File: config.mk
export PLATFORM = sky130hd
export DESIGN_NAME = lptr_regs
export DESIGN_NICKNAME = d
export VERILOG_FILES = /design/src/logic/lptr_pkg.sv /design/src/logic/lptr_power_map.sv /design/src/logic/lptr_regs.sv /design/src/logic/lptr_slot_shadow.sv
export SDC_FILE = /design/constraint.sdc
export NUM_CORES = 1
export LEC_CHECK = 0
export BUFFER_PORTS_ARGS = -buffer_cell sky130_fd_sc_hd__buf_2
export CORE_MARGIN = 5
export CORE_UTILIZATION = 40
export CTS_BUF_LIST = sky130_fd_sc_hd__clkbuf_4 sky130_fd_sc_hd__clkbuf_8
export DETAILED_ROUTE_END_ITERATION = 10
export GPL_ROUTABILITY_DRIVEN = 0
export HOLD_SLACK_MARGIN = 0.02
export PLACE_DENSITY = 0.67
export SLEW_MARGIN = 20
export SYNTH_ARGS = -nofsm -noshare
export SYNTH_HDL_FRONTEND = slang
export SYNTH_SLANG_ARGS = --single-unit
File: constraint.sdc
create_clock -name clk -period 1.9 [get_ports clk]
set_clock_uncertainty 0.15 [all_clocks]
set_input_delay 0.19 -clock clk [delete_from_list [all_inputs] [get_ports clk]]
set_output_delay 0.19 -clock clk [all_outputs]
set_load 0.005 [all_outputs]
File: src/logic/lptr_pkg.sv
// package: offsets, field layouts and reset values of the led timing / afe power bank
`default_nettype none
package lptr_pkg;
    // register indices as seen on the internal register port
    localparam logic [7:0] OFS_FIRST_PULSE  = 8'h31;
    localparam logic [7:0] OFS_LED_DISABLE  = 8'h34;
    localparam logic [7:0] OFS_SECOND_TIME  = 8'h35;
    localparam logic [7:0] OFS_SECOND_PULSE = 8'h36;
    localparam logic [7:0] OFS_CHAN_POWER   = 8'h37;
    localparam logic [7:0] OFS_FE_GLOBAL    = 8'h3C;
    // reset values, reserved fields included
    localparam logic [15:0] RST_FIRST_PULSE  = 16'h0818;
    localparam logic [15:0] RST_LED_DISABLE  = 16'h0000;
    localparam logic [15:0] RST_SECOND_TIME  = 16'h0320;
    localparam logic [15:0] RST_SECOND_PULSE = 16'h0818;
    localparam logic [15:0] RST_CHAN_POWER   = 16'h0000;
    localparam logic [15:0] RST_FE_GLOBAL    = 16'h3006;
    // field positions
    localparam int COUNT_LSB   = 8;
    localparam int PERIOD_LSB  = 0;
    localparam int MUTE_B_BIT  = 9;
    localparam int MUTE_A_BIT  = 8;
    localparam int WIDTH_LSB   = 8;
    localparam int DELAY_LSB   = 0;
    localparam int UPPER_LSB   = 13;
    localparam int CH2_LSB     = 10;
    localparam int EXT_B_LSB   = 8;
    localparam int EXT_A_LSB   = 0;
    localparam int CATHODE_BIT = 9;
    localparam int FE_PD_LSB   = 3;
    localparam int CH1_PD_LSB  = 3;
    localparam int GRP_PD_LSB  = 6;
    // timing step of the pulse fields
    localparam int STEP_NS        = 1000;
    localparam int CLK_PERIOD_NS  = 100;
    localparam int STEP_CYCLES    = (STEP_NS + CLK_PERIOD_NS - 1) / CLK_PERIOD_NS;
endpackage
`default_nettype wire

File: src/logic/lptr_power_map.sv
// module: maps channel power-down selects onto each amplifier of four channels
`timescale 1ns/10ps
`default_nettype none
module lptr_power_map (
    // clock and control
    input  wire logic       clk,
    input  wire logic       rst,
    input  wire logic       ce,
    // selects
    input  wire logic [5:0] frontend_channel_power_off,
    input  wire logic [2:0] second_channel_power_off,
    input  wire logic [2:0] upper_channels_power_off,
    // per channel power-down, bit 0 = channel one
    output logic      [3:0] transimpedance_amp_off,
    output logic      [3:0] bandpass_filter_amp_off,
    output logic      [3:0] integrator_amp_off
);
    logic [2:0] ch1;
    logic [2:0] grp;
    assign ch1 = frontend_channel_power_off[2:0];
    assign grp = frontend_channel_power_off[5:3];

    // one flop stage so the analog controls never see decode glitches
    always_ff @(posedge clk) begin
        if (rst) begin
            transimpedance_amp_off <= 4'h0;
            bandpass_filter_amp_off <= 4'h0;
            integrator_amp_off <= 4'h0;
        end else if (ce) begin
            transimpedance_amp_off <= {{2{grp[0] | upper_channels_power_off[0]}},
                                       grp[0] | second_channel_power_off[0], ch1[0]};
            bandpass_filter_amp_off <= {{2{grp[1] | upper_channels_power_off[1]}},
                                        grp[1] | second_channel_power_off[1], ch1[1]};
            integrator_amp_off <= {{2{grp[2] | upper_channels_power_off[2]}},
                                   grp[2] | second_channel_power_off[2], ch1[2]};
        end
    end
endmodule
`default_nettype wire

File: src/logic/lptr_regs.sv
// module: led pulse timing and analog front end power register bank
//
// Behaviour
// first slot pulse count in upper byte, resets to eight
// first slot period low byte, microsecond units, resets to 0x18
// second slot pulse count in upper byte, resets to eight
// second slot period low byte, microsecond units, resets to 0x18
// channel power bits 1:0 extend first slot period, reset zero
// channel power bits 9:8 extend second slot period, reset zero
// second slot pulse width, five bits, microsecond steps, resets to three
// second slot delay to first pulse, microsecond steps, resets to 0x20
// second slot mute keeps driver powered, blocks its current pulses
// first slot mute blocks current pulses to its led, resets zero
// host turns slots off through slot enable, not mute bits
// host may mute both leds for a dark-level measurement
// channel power bits 15:13 power down channels three and four amps
// channel power bits 12:10 power down channel two amps
// global field zero keeps all on; bits 3..5 channel one amps
// global bits 6..8 power down one amp type on channels two to four
// cathode select zero: anode level; one: reverse bias; resets zero
// external cathode override enable takes precedence over cathode select
// host writes reserved fields only with their defaults
// sixteen-bit registers, reset defaults, timing applied at next slot start
`timescale 1ns/10ps
`default_nettype none
module lptr_regs (
    // clock and control
    input  wire logic        clk,
    input  wire logic        rst,
    input  wire logic        ce,
    // register port from the host serial interface
    input  wire logic [7:0]  reg_addr,
    input  wire logic        reg_wr,
    input  wire logic [15:0] reg_wdata,
    input  wire logic        reg_rd,
    output logic      [15:0] reg_rdata,
    output logic             reg_rd_valid,
    // slot sequencer events
    input  wire logic        first_slot_start,
    input  wire logic        second_slot_start,
    input  wire logic        first_slot_pulse_req,
    input  wire logic        second_slot_pulse_req,
    // active slot timing
    output logic      [7:0]  first_slot_pulse_count,
    output logic      [9:0]  first_slot_pulse_period,
    output logic      [7:0]  second_slot_pulse_count,
    output logic      [9:0]  second_slot_pulse_period,
    output logic      [4:0]  second_slot_pulse_width,
    output logic      [7:0]  second_slot_pulse_delay,
    output logic             step_tick,
    // led drivers
    output logic             first_slot_led_fire,
    output logic             second_slot_led_fire,
    output logic             first_slot_led_mute,
    output logic             second_slot_led_mute,
    // analog front end
    input  wire logic        bias_override_enable,
    output logic             cathode_reverse_bias,
    output logic             cathode_from_override,
    output logic      [3:0]  transimpedance_amp_off,
    output logic      [3:0]  bandpass_filter_amp_off,
    output logic      [3:0]  integrator_amp_off
);
    // full sixteen-bit storage, so reserved bits read back as written
    logic [15:0] first_slot_pulse_cfg;
    logic [15:0] led_disable_ctl;
    logic [15:0] second_slot_led_timing;
    logic [15:0] second_slot_pulse_cfg;
    logic [15:0] channel_power_period_ext;
    logic [15:0] frontend_global_cfg;
    logic [15:0] next_rdata;
    logic [$clog2(lptr_pkg::STEP_CYCLES + 1)-1:0] step_cnt;

    // address match helper used by both write and read decode
    function automatic logic hit(input logic [7:0] a, input logic [7:0] ofs);
        hit = (a == ofs);
    endfunction

    // register writes; unmapped addresses are ignored
    always_ff @(posedge clk) begin
        if (rst) begin
            first_slot_pulse_cfg <= lptr_pkg::RST_FIRST_PULSE;
            led_disable_ctl <= lptr_pkg::RST_LED_DISABLE;
            second_slot_led_timing <= lptr_pkg::RST_SECOND_TIME;
            second_slot_pulse_cfg <= lptr_pkg::RST_SECOND_PULSE;
            channel_power_period_ext <= lptr_pkg::RST_CHAN_POWER;
            frontend_global_cfg <= lptr_pkg::RST_FE_GLOBAL;
        end else if (ce && reg_wr) begin
            if (hit(reg_addr, lptr_pkg::OFS_FIRST_PULSE)) begin
                first_slot_pulse_cfg <= reg_wdata;
            end else if (hit(reg_addr, lptr_pkg::OFS_LED_DISABLE)) begin
                led_disable_ctl <= reg_wdata;
            end else if (hit(reg_addr, lptr_pkg::OFS_SECOND_TIME)) begin
                second_slot_led_timing <= reg_wdata;
            end else if (hit(reg_addr, lptr_pkg::OFS_SECOND_PULSE)) begin
                second_slot_pulse_cfg <= reg_wdata;
            end else if (hit(reg_addr, lptr_pkg::OFS_CHAN_POWER)) begin
                channel_power_period_ext <= reg_wdata;
            end else if (hit(reg_addr, lptr_pkg::OFS_FE_GLOBAL)) begin
                frontend_global_cfg <= reg_wdata;
            end
        end
    end

    // read decode; unmapped reads answer zero
    always_comb begin
        next_rdata = 16'h0000;
        if (hit(reg_addr, lptr_pkg::OFS_FIRST_PULSE)) begin
            next_rdata = first_slot_pulse_cfg;
        end else if (hit(reg_addr, lptr_pkg::OFS_LED_DISABLE)) begin
            next_rdata = led_disable_ctl;
        end else if (hit(reg_addr, lptr_pkg::OFS_SECOND_TIME)) begin
            next_rdata = second_slot_led_timing;
        end else if (hit(reg_addr, lptr_pkg::OFS_SECOND_PULSE)) begin
            next_rdata = second_slot_pulse_cfg;
        end else if (hit(reg_addr, lptr_pkg::OFS_CHAN_POWER)) begin
            next_rdata = channel_power_period_ext;
        end else if (hit(reg_addr, lptr_pkg::OFS_FE_GLOBAL)) begin
            next_rdata = frontend_global_cfg;
        end
    end

    // read data registered, valid one cycle after the request
    always_ff @(posedge clk) begin
        if (rst) begin
            reg_rdata <= 16'h0000;
            reg_rd_valid <= 1'b0;
        end else if (ce) begin
            reg_rd_valid <= reg_rd;
            if (reg_rd) begin
                reg_rdata <= next_rdata;
            end
        end
    end

    // first slot timing, taken at the next first slot start
    lptr_slot_shadow #(
        .W    (18),
        .INIT ({lptr_pkg::RST_FIRST_PULSE[15:8], lptr_pkg::RST_CHAN_POWER[1:0],
                lptr_pkg::RST_FIRST_PULSE[7:0]})
    ) u_first_shadow (
        .clk    (clk),
        .rst    (rst),
        .ce     (ce),
        .live   ({first_slot_pulse_cfg[lptr_pkg::COUNT_LSB +: 8],
                  channel_power_period_ext[lptr_pkg::EXT_A_LSB +: 2],
                  first_slot_pulse_cfg[lptr_pkg::PERIOD_LSB +: 8]}),
        .apply  (first_slot_start),
        .active ({first_slot_pulse_count, first_slot_pulse_period})
    );

    // second slot timing: count, period, width and delay move together
    lptr_slot_shadow #(
        .W    (31),
        .INIT ({lptr_pkg::RST_SECOND_PULSE[15:8], lptr_pkg::RST_CHAN_POWER[9:8],
                lptr_pkg::RST_SECOND_PULSE[7:0], lptr_pkg::RST_SECOND_TIME[12:0]})
    ) u_second_shadow (
        .clk    (clk),
        .rst    (rst),
        .ce     (ce),
        .live   ({second_slot_pulse_cfg[lptr_pkg::COUNT_LSB +: 8],
                  channel_power_period_ext[lptr_pkg::EXT_B_LSB +: 2],
                  second_slot_pulse_cfg[lptr_pkg::PERIOD_LSB +: 8],
                  second_slot_led_timing[lptr_pkg::WIDTH_LSB +: 5],
                  second_slot_led_timing[lptr_pkg::DELAY_LSB +: 8]}),
        .apply  (second_slot_start),
        .active ({second_slot_pulse_count, second_slot_pulse_period,
                  second_slot_pulse_width, second_slot_pulse_delay})
    );

    // microsecond step tick for the sequencer counting the fields above
    always_ff @(posedge clk) begin
        if (rst) begin
            step_cnt <= '0;
            step_tick <= 1'b0;
        end else if (ce) begin
            step_tick <= (step_cnt == ($bits(step_cnt))'(lptr_pkg::STEP_CYCLES - 1));
            if (step_cnt == ($bits(step_cnt))'(lptr_pkg::STEP_CYCLES - 1)) begin
                step_cnt <= '0;
            end else begin
                step_cnt <= step_cnt + 1'b1;
            end
        end
    end

    // mute takes effect at once: the driver stays biased, only current is withheld
    assign first_slot_led_mute = led_disable_ctl[lptr_pkg::MUTE_A_BIT];
    assign second_slot_led_mute = led_disable_ctl[lptr_pkg::MUTE_B_BIT];

    // led fire: slot timing keeps running, the pulse request is just gated
    always_ff @(posedge clk) begin
        if (rst) begin
            first_slot_led_fire <= 1'b0;
            second_slot_led_fire <= 1'b0;
        end else if (ce) begin
            first_slot_led_fire <= first_slot_pulse_req & ~first_slot_led_mute;
            second_slot_led_fire <= second_slot_pulse_req & ~second_slot_led_mute;
        end
    end

    // cathode bias: external per-mode settings win while override is on
    always_ff @(posedge clk) begin
        if (rst) begin
            cathode_reverse_bias <= 1'b0;
            cathode_from_override <= 1'b0;
        end else if (ce) begin
            cathode_from_override <= bias_override_enable;
            cathode_reverse_bias <= frontend_global_cfg[lptr_pkg::CATHODE_BIT] & ~bias_override_enable;
        end
    end

    // amplifier power-down map
    lptr_power_map u_power_map (
        .clk                        (clk),
        .rst                        (rst),
        .ce                         (ce),
        .frontend_channel_power_off (frontend_global_cfg[lptr_pkg::FE_PD_LSB +: 6]),
        .second_channel_power_off   (channel_power_period_ext[lptr_pkg::CH2_LSB +: 3]),
        .upper_channels_power_off   (channel_power_period_ext[lptr_pkg::UPPER_LSB +: 3]),
        .transimpedance_amp_off     (transimpedance_amp_off),
        .bandpass_filter_amp_off    (bandpass_filter_amp_off),
        .integrator_amp_off         (integrator_amp_off)
    );
endmodule
`default_nettype wire

File: src/logic/lptr_slot_shadow.sv
// module: timing shadow that takes new slot settings only at a slot start
`timescale 1ns/10ps
`default_nettype none
module lptr_slot_shadow #(
    parameter int W = 8,
    parameter logic [W-1:0] INIT = '0
) (
    // clock and control
    input  wire logic         clk,
    input  wire logic         rst,
    input  wire logic         ce,
    // live value and apply strobe
    input  wire logic [W-1:0] live,
    input  wire logic         apply,
    // value used by the slot
    output logic      [W-1:0] active
);
    // a write mid-slot must not bend the pulses already running
    always_ff @(posedge clk) begin
        if (rst) begin
            active <= INIT;
        end else if (ce && apply) begin
            active <= live;
        end
    end
endmodule
`default_nettype wire

==> impl_results.md, run 1 <==
* Core area at 0.0193 mm²
* Chip width at 149 µm
* Min-delay src: second_slot_start
* Clock Path Buffers at 2
* Buffers plus inverters on the worst setup path at 3
* Drt total wl at 22.1 mm
* Worst R2R End: reg_rdata[6]$_SDFFE_PP0P_
* Cell family with most CP delay: buffers and inverters
* Final Cycle Share at 92.0%
* Most used DFF post-synth: dfxtp_1
* RSZ-0062 raised after global routing: false
* Number of synthesized flops with an enable pin at 0
* Worst Hold End: u_second_shadow.active[14]$_SDFFE_PP0P_
* Cells after Synth at 871
* Sequential power share at 54.0%
* Outcome: finished, final reports clean
* # port buffers at 118
* Min cycle time layout at 1.75 ns
* Critical R2R Launch: reg_rdata[6]$_SDFFE_PP0P_
* HP Class: primary input to flop
* Max cap viols at 0
* Pre-antenna DRT Iters at 5
* Switching pwr at 1.95 mW
* Fmax at 0.572 GHz
* DIE AREA at 0.0223 mm²
* Mean post-synth cell area at 8.93 µm²
* Most common cell after layout, fill and taps aside: dfxtp_1
* Crit Path Class: primary input to flop
* Yosys cell types at 61
* Hold Vio Cnt, Final at 0
* Final #Nets at 1031
* Drt wl/cell at 17.3 µm
* CP max stage delay at 0.56 ns
* Largest net degree at the start of global routing at 94
* Clock Sinks at 180
* Power Density at 754 mW/mm²
* Reg2Reg Setup Slack at 0.45 ns
* Worst vdd ir at 0.402 mV
* Net switching fraction of the power at 27.6%
* CTS buffer count at 17
* Routed vias at 6632
* Clk Latency, worst-skew pair at 0.49 ns
* Antenna cell count at 0
* Setup TNS at 0 ns
* Most frequent cells in the layout: 180 x dfxtp_1, 153 x nand2_1, 117 x buf_2, 116 x nor2_1, 83 x mux2i_1
* Layout area overhead at 20.6%
* Crit-path cells: buf_2 -> or4b_4 -> nor3_4 -> buf_12 -> nand2_1 -> a21oi_1 -> dlygate4sd3_1
* Worst Setup Start Kind: primary input
* Die H at 149 µm
* Post-detail-place hpwl at 15.8 mm
* Slew at the pin closest to its max-slew limit at 0.552 ns
* Ys async rst share at 0%
* Top Ports at 119
* Share of cells above drive strength 1 at 21.6%
* DRC viols at 0
* Worst EP required at 2.19 ns
* Crit-path max FO at 16
* Crit path DAT at 2.04 ns
* Leak at 3.90 nW
* Internal power at 5.12 mW
* Slew margin rel. at 63.1%
* Starting density of the core at 40.2%
* Post-synthesis sequential area ratio at 46.3%
* Initial antenna violation count at 0
* Clk network pwr share at 37.8%
* Via/cell ratio at 5.20
* Reg2Reg Depth at 4
* Hold Crit Depth at 5
* Total GRT Usage at 20.1%
* Pins Over Slew Limit at 0
* Global-route wire length before repair at 34.9 mm
* GRT Residual Overflow at 0
* Crit path capture type: flop
* Synth Cell Area at 0.00778 mm²
* Syn nets at 905
* ANT nets after route at 0
* Final setup fails at 0
* Vias in the first global route at 6214
* Htree depth at 4
* Slowest CP cell: dlygate4sd3_1
* Synth warn at 0
* Detailed Route Iter0 Violations at 409
* Final Util at 48.5%
* Number of cells on the critical path at 7
* Worst-path clk slew at 0.10 ns
* Placement Rows at 51
* Combinational Power Share at 8.2%
* Setup bufs post-CTS at 0
* Seq cells post-synth at 180
* CTS tree: built
* Clock Tree Root: clkbuf_8
## layer usage
layer	GRT usage (%)	vias up	share of wire, %
li1	-	3279	-
met1	28.8	3145	48
met2	29.8	179	44
met3	4.54	29	5.8
met4	7.09	0	2.2
met5	0	-	0
## timing repair
action	in CTS	in global routing
hold endpoints to repair	111	0
hold buffers	22	0
setup endpoints to repair	0	2
resized for setup	0	1
## metrics by stage
stage	total power, mW	cells	hold WS (ns)	area [µm²]	worst slack [ns]
4_1_cts	7.13	1275	0.0232	9380	0.0953
3_5_place_dp	4.45	1221	0.294	8750	0.00351
6_report	7.07	1275	0.0515	9380	0.151
5_1_grt	7.36	1275	0.0518	9380	0.0771
3_3_place_gp	4.45	1221	0.290	8750	0.0105
2_1_floorplan	4.22	871	0.158	7780	0.182
## worst max-delay path by stage
| stage | from | endpoint | slack (ns) |
|---|---|---|---|
| 6_report | reg_addr[0] | first_slot_pulse_cfg[15]$_SDFFE_PP0P_ | 0.15 |
| 5_1_grt | reg_addr[0] | first_slot_pulse_cfg[7]$_SDFFE_PP0P_ | 0.08 |
| 4_1_cts | reg_addr[0] | first_slot_pulse_cfg[7]$_SDFFE_PP0P_ | 0.1 |
| 3_5_place_dp | reg_addr[0] | reg_rdata[9]$_SDFFE_PP0P_ | 0.004 |
| 3_3_place_gp | reg_addr[0] | reg_rdata[9]$_SDFFE_PP0P_ | 0.01 |
| 2_1_floorplan | reg_addr[6] | second_slot_led_timing[10]$_SDFFE_PP0P_ | 0.18 |
## flip-flops by register name, summed over array words and instances, names as in the netlist
| name | count |
|---|---|
| second_slot_pulse_cfg | 16 |
| step_tick | 1 |
| u_second_shadow.active | 31 |
| reg_rd_valid | 1 |
| u_power_map.bandpass_filter_amp_off | 3 |
| cathode_reverse_bias | 1 |
| u_power_map.integrator_amp_off | 3 |
| frontend_global_cfg | 16 |
| second_slot_led_fire | 1 |
| channel_power_period_ext | 16 |
| cathode_from_override | 1 |
| u_first_shadow.active | 18 |
| reg_rdata | 16 |
| step_cnt | 4 |
| u_power_map.transimpedance_amp_off | 3 |
| first_slot_led_fire | 1 |
| first_slot_pulse_cfg | 16 |
| led_disable_ctl | 16 |
| second_slot_led_timing | 16 |
## cell usage after synthesis, types with 10 or more instances
cell type | instances | area, µm²
dfxtp_1 | 180 | 3600
nand2_1 | 153 | 574
nor2_1 | 116 | 435
mux2i_1 | 83 | 831
a21oi_1 | 64 | 320
clkbuf_1 | 30 | 113
nand3b_1 | 30 | 225
buf_2 | 19 | 95.1
a21o_1 | 14 | 105
nor2b_1 | 12 | 75.1
a22o_1 | 11 | 96.3
a211o_1 | 10 | 87.6
## layout make-up
type / instances / area (µm²)
Fill cell: 1881 / 9950
Tap cell: 265 / 332
Clock inverter: 15 / 169
Clock buffer: 17 / 234
Multi-Input combinational cell: 616 / 3800
Inverter: 5 / 18.8
Timing Repair Buffer: 177 / 1230
Sequential cell: 180 / 3600
## cells by family after synthesis
logic type / Yosys count / share of synthesized area [%]
buffers and inverters: 75 / 4.94
AND/OR/NAND/NOR: 360 / 22.4
flip-flops: 180 / 46.3
AO/OA/AOI/OAI: 170 / 15.3
multiplexers: 84 / 10.8
XOR/XNOR: 2 / 0.225
## power groups by stage
stage	logic (mW)	registers [mW]	clock network [mW]
5_1_grt	0.629	3.82	2.90
2_1_floorplan	0.318	3.91	0
4_1_cts	0.581	3.82	2.73
3_5_place_dp	0.546	3.91	0
3_3_place_gp	0.545	3.91	0
6_report	0.582	3.82	2.67
## worst register-to-register path, cell delays in order (launching register included)
cell and delay (ns):
dfxtp_1 0.39, a21boi_0 0.23, a41oi_1 0.08, a2111oi_0 0.39
a31o_2 0.16
Note: power is estimated with default switching activity, not from simulation.
==> run 2: changes to the inputs <==
- ABC_AREA: not set -> 1
==> run 2 against run 1 <==
Cell area shrank 7.2%. Synthesized area shrank 6.7%. Maximum frequency grew 22%. Setup slack gained 0.32 ns. Wire length shrank 1.4%. Critical path depth shrank 3. Combinational power shrank 8.8%. First-iteration DRC count grew 36%. Synthesized cell count grew 12%. Sequential power grew 2%. Sequential share of layout area grew 3.0 points. Largest cell class is now flip-flops and latches. Highest routed layer unchanged.
==> impl_results.md, run 2 <==
* Final Cycle Share at 75.2% (was 92.0%)
* RSZ-0062 raised after global routing: false (unchanged)
* Setup bufs post-CTS at 0 (unchanged)
* Htree depth at 4 (unchanged)
* Cells after Synth at 977 (was 871)
* Placed cells at 1288 (was 1221)
* Number of synthesized flops with an enable pin at 0 (unchanged)
* Post-synthesis sequential area ratio at 49.7% (was 46.3%)
* Synth warn at 0 (unchanged)
* Final Util at 48.6% (was 48.5%)
* Hold_ws at 0.0696 ns (was 0.0515 ns)
* Final #Nets at 1133 (was 1031)
* Setup slack after layout at 0.471 ns (was 0.151 ns)
* Post-detail-place hpwl at 15.7 mm (was 15.8 mm)
* Largest cells by area after synthesis: dfxtp_1 50%, nand2_1 9.3%, o21ai_0 7.9% (was dfxtp_1 46%, mux2i_1 11%, nand2_1 7.4%)
* Yosys cell types at 30 (was 61)
* Max reg flops at 31 (unchanged)
* Drt wl/cell at 16.2 µm (was 17.3 µm)
* Max cap viols at 0 (unchanged)
* Die H at 145 µm (was 149 µm)
* GRT Residual Overflow at 0 (unchanged)
* Worst Setup Start Kind: primary input (unchanged)
* Largest register by flop count: u_second_shadow.active (unchanged)
* Worst-path clk slew at 0.08 ns (was 0.10 ns)
* Fmax at 0.700 GHz (was 0.572 GHz)
* Reg2Reg Depth at 7 (was 4)
* Ys async rst share at 0% (unchanged)
* CTS tree: built (unchanged)
* Placed inst area at 0.00813 mm² (was 0.00875 mm²)
* # port buffers at 118 (unchanged)
* Clock Path Buffers at 2 (unchanged)
* Crit Path Class: primary input to flop (unchanged)
* Starting density of the core at 40.5% (was 40.2%)
* Critical R2R Launch: step_cnt[0]$_SDFFE_PP0P_ (was reg_rdata[6]$_SDFFE_PP0P_)
* Power Density at 790 mW/mm² (was 754 mW/mm²)
* CTS buffer count at 17 (unchanged)
* Top Ports at 119 (unchanged)
* Yosys top cell area share at 49.7% (was 46.3%)
* Crit path DAT at 1.59 ns (was 2.04 ns)
* Setup TNS at 0 ns (unchanged)
* Post-Layout Cell Count at 1341 (was 1275)
* Layout area overhead at 20.0% (was 20.6%)
* Drt total wl at 21.8 mm (was 22.1 mm)
* # resized after CTS at 0 (unchanged)
* Mean post-synth cell area at 7.43 µm² (was 8.93 µm²)
* Outcome: finished, final reports clean (unchanged)
* Hold_buf cts at 21 (was 22)
* Clock Tree Root: clkbuf_8 (unchanged)
* Most frequent cells in the layout: 180 x nand2_1, 180 x dfxtp_1, 121 x nor2_1, 118 x buf_2, 114 x o21ai_0 (was 180 x dfxtp_1, 153 x nand2_1, 117 x buf_2, 116 x nor2_1, 83 x mux2i_1)
* Largest regs: u_second_shadow.active: 31 flops, u_first_shadow.active: 18 flops (unchanged)
* Worst R2R End: step_cnt[3]$_SDFFE_PP0P_ (was reg_rdata[6]$_SDFFE_PP0P_)
* Reg2Reg Setup Slack at 0.68 ns (was 0.45 ns)
* Routed vias at 6834 (was 6632)
* Antenna cell count at 0 (unchanged)
* Clk Latency, worst-skew pair at 0.46 ns (was 0.49 ns)
* Leak at 3.97 nW (was 3.90 nW)
* Pins Over Slew Limit at 0 (unchanged)
* Fin area at 0.00871 mm² (was 0.00938 mm²)
* Total power at 6.87 mW (was 7.07 mW)
* Placement Rows at 49 (was 51)
* Largest net degree at the start of global routing at 75 (was 94)
* DRC viols at 0 (unchanged)
* Detailed Route Iter0 Violations at 557 (was 409)
* Slew margin rel. at 50.4% (was 63.1%)
* Slew at the pin closest to its max-slew limit at 0.744 ns (was 0.552 ns)
* Core area at 0.0179 mm² (was 0.0193 mm²)
* Pre-antenna DRT Iters at 7 (was 5)
* DP Worst Slack at 0.0902 ns (was 0.00351 ns)
* Largest area contributor in the netlist: dfxtp_1 (unchanged)
* Crit path capture type: flop (unchanged)
* Most used DFF post-synth: dfxtp_1 (unchanged)
* Seq cells post-synth at 180 (unchanged)
* Via/cell ratio at 5.10 (was 5.20)
* Global-route wire length before repair at 34.1 mm (was 34.9 mm)
* Crit-path max FO at 58 (was 16)
* Clock Sinks at 180 (unchanged)
* Initial antenna violation count at 0 (unchanged)
* Share of cells above drive strength 1 at 18.7% (was 21.6%)
* Chip width at 145 µm (was 149 µm)
* Vias in the first global route at 6412 (was 6214)
* Final setup fails at 0 (unchanged)
* Crit path to: step_cnt[1]$_SDFFE_PP0P_ (was first_slot_pulse_cfg[15]$_SDFFE_PP0P_)
* Worst EP required at 2.06 ns (was 2.19 ns)
* Worst Setup SP: rst (was reg_addr[0])
* DIE AREA at 0.0209 mm² (was 0.0223 mm²)
* Synth cell count leaders: 180 x dfxtp_1, 180 x nand2_1, 121 x nor2_1, 114 x o21ai_0, 104 x a21oi_1 (was 180 x dfxtp_1, 153 x nand2_1, 116 x nor2_1, 83 x mux2i_1, 64 x a21oi_1)
* Min cycle time layout at 1.43 ns (was 1.75 ns)
* Syn nets at 1011 (was 905)
* HP Class: primary input to flop (unchanged)
* ANT nets after route at 0 (unchanged)
* Hold Vio Cnt, Final at 0 (unchanged)
* Synth Cell Area at 0.00726 mm² (was 0.00778 mm²)
* Total GRT Usage at 21.0% (was 20.1%)
* Worst vdd ir at 0.495 mV (was 0.402 mV)
run 2: cell types whose count changed after synthesis, sizes merged, moves of 16 or more:
cell and delta:
nand3 +52, a21oi +37, inv +84, o21ai +108
mux2i -83, o211ai +16, nand2 +35, nand3b -30
run 2: cell type report:
| cell class | instances | area, µm² |
|---|---|---|
| clock buffer | 22 | 297 |
| clock inverter | 10 | 72.6 |
| fill | 1816 | 9200 |
| inverter | 90 | 338 |
| multi-input combinational | 641 | 3000 |
| sequential | 180 | 3600 |
| tap | 229 | 287 |
| timing repair buffer | 169 | 1110 |
run 2: critical path: stages:
cell and delay [ns]:
dlygate4sd3_1 0.53, buf_2 0.12, buf_4 0.59, nor3_1 0.14
run 2: power by group:
| part | leakage [nW] | switching (mW) | internal [mW] |
|---|---|---|---|
| registers | 1.46 | 0.0414 | 3.85 |
| logic | 2.32 | 0.327 | 0.204 |
| clock network | 0.185 | 1.38 | 1.06 |
| total | 3.97 | 1.75 | 5.12 |
run 2: routing by layer:
layer  global-route usage [%]  wire length [µm]  vias to the layer above
met5                        0                 0                        -
met1                     27.2              9500                     3140
met2                     34.7             10200                      248
met4                     7.22               520                        0
met3                     4.63              1530                       32
li1                         -                 -                     3414
run 2: how the worst min path moves through the flow:
stage,slack [ns],cells past startpoint,startpoint,endpoint
floorplan,0.18,2,reg_wdata[2],second_slot_pulse_cfg[2]$_SDFFE_PP0P_
global placement,0.28,3,second_slot_pulse_req,second_slot_led_fire$_SDFFE_PP0P_
detailed placement,0.30,3,first_slot_pulse_req,first_slot_led_fire$_SDFFE_PP0P_
CTS,0.03,5,ce,u_second_shadow.active[5]$_SDFFE_PP1P_
global route,0.06,5,ce,u_second_shadow.active[9]$_SDFFE_PP1P_
finish,0.07,5,ce,u_second_shadow.active[9]$_SDFFE_PP1P_
run 2: cell families after synthesis:
kind of cell | Yosys count | synth area share, %
and+or+nand+nor | 385 | 22.1
AOI/OAI and AO/OA | 256 | 19.2
DFF | 180 | 49.7
buffers and inverters | 156 | 9.07
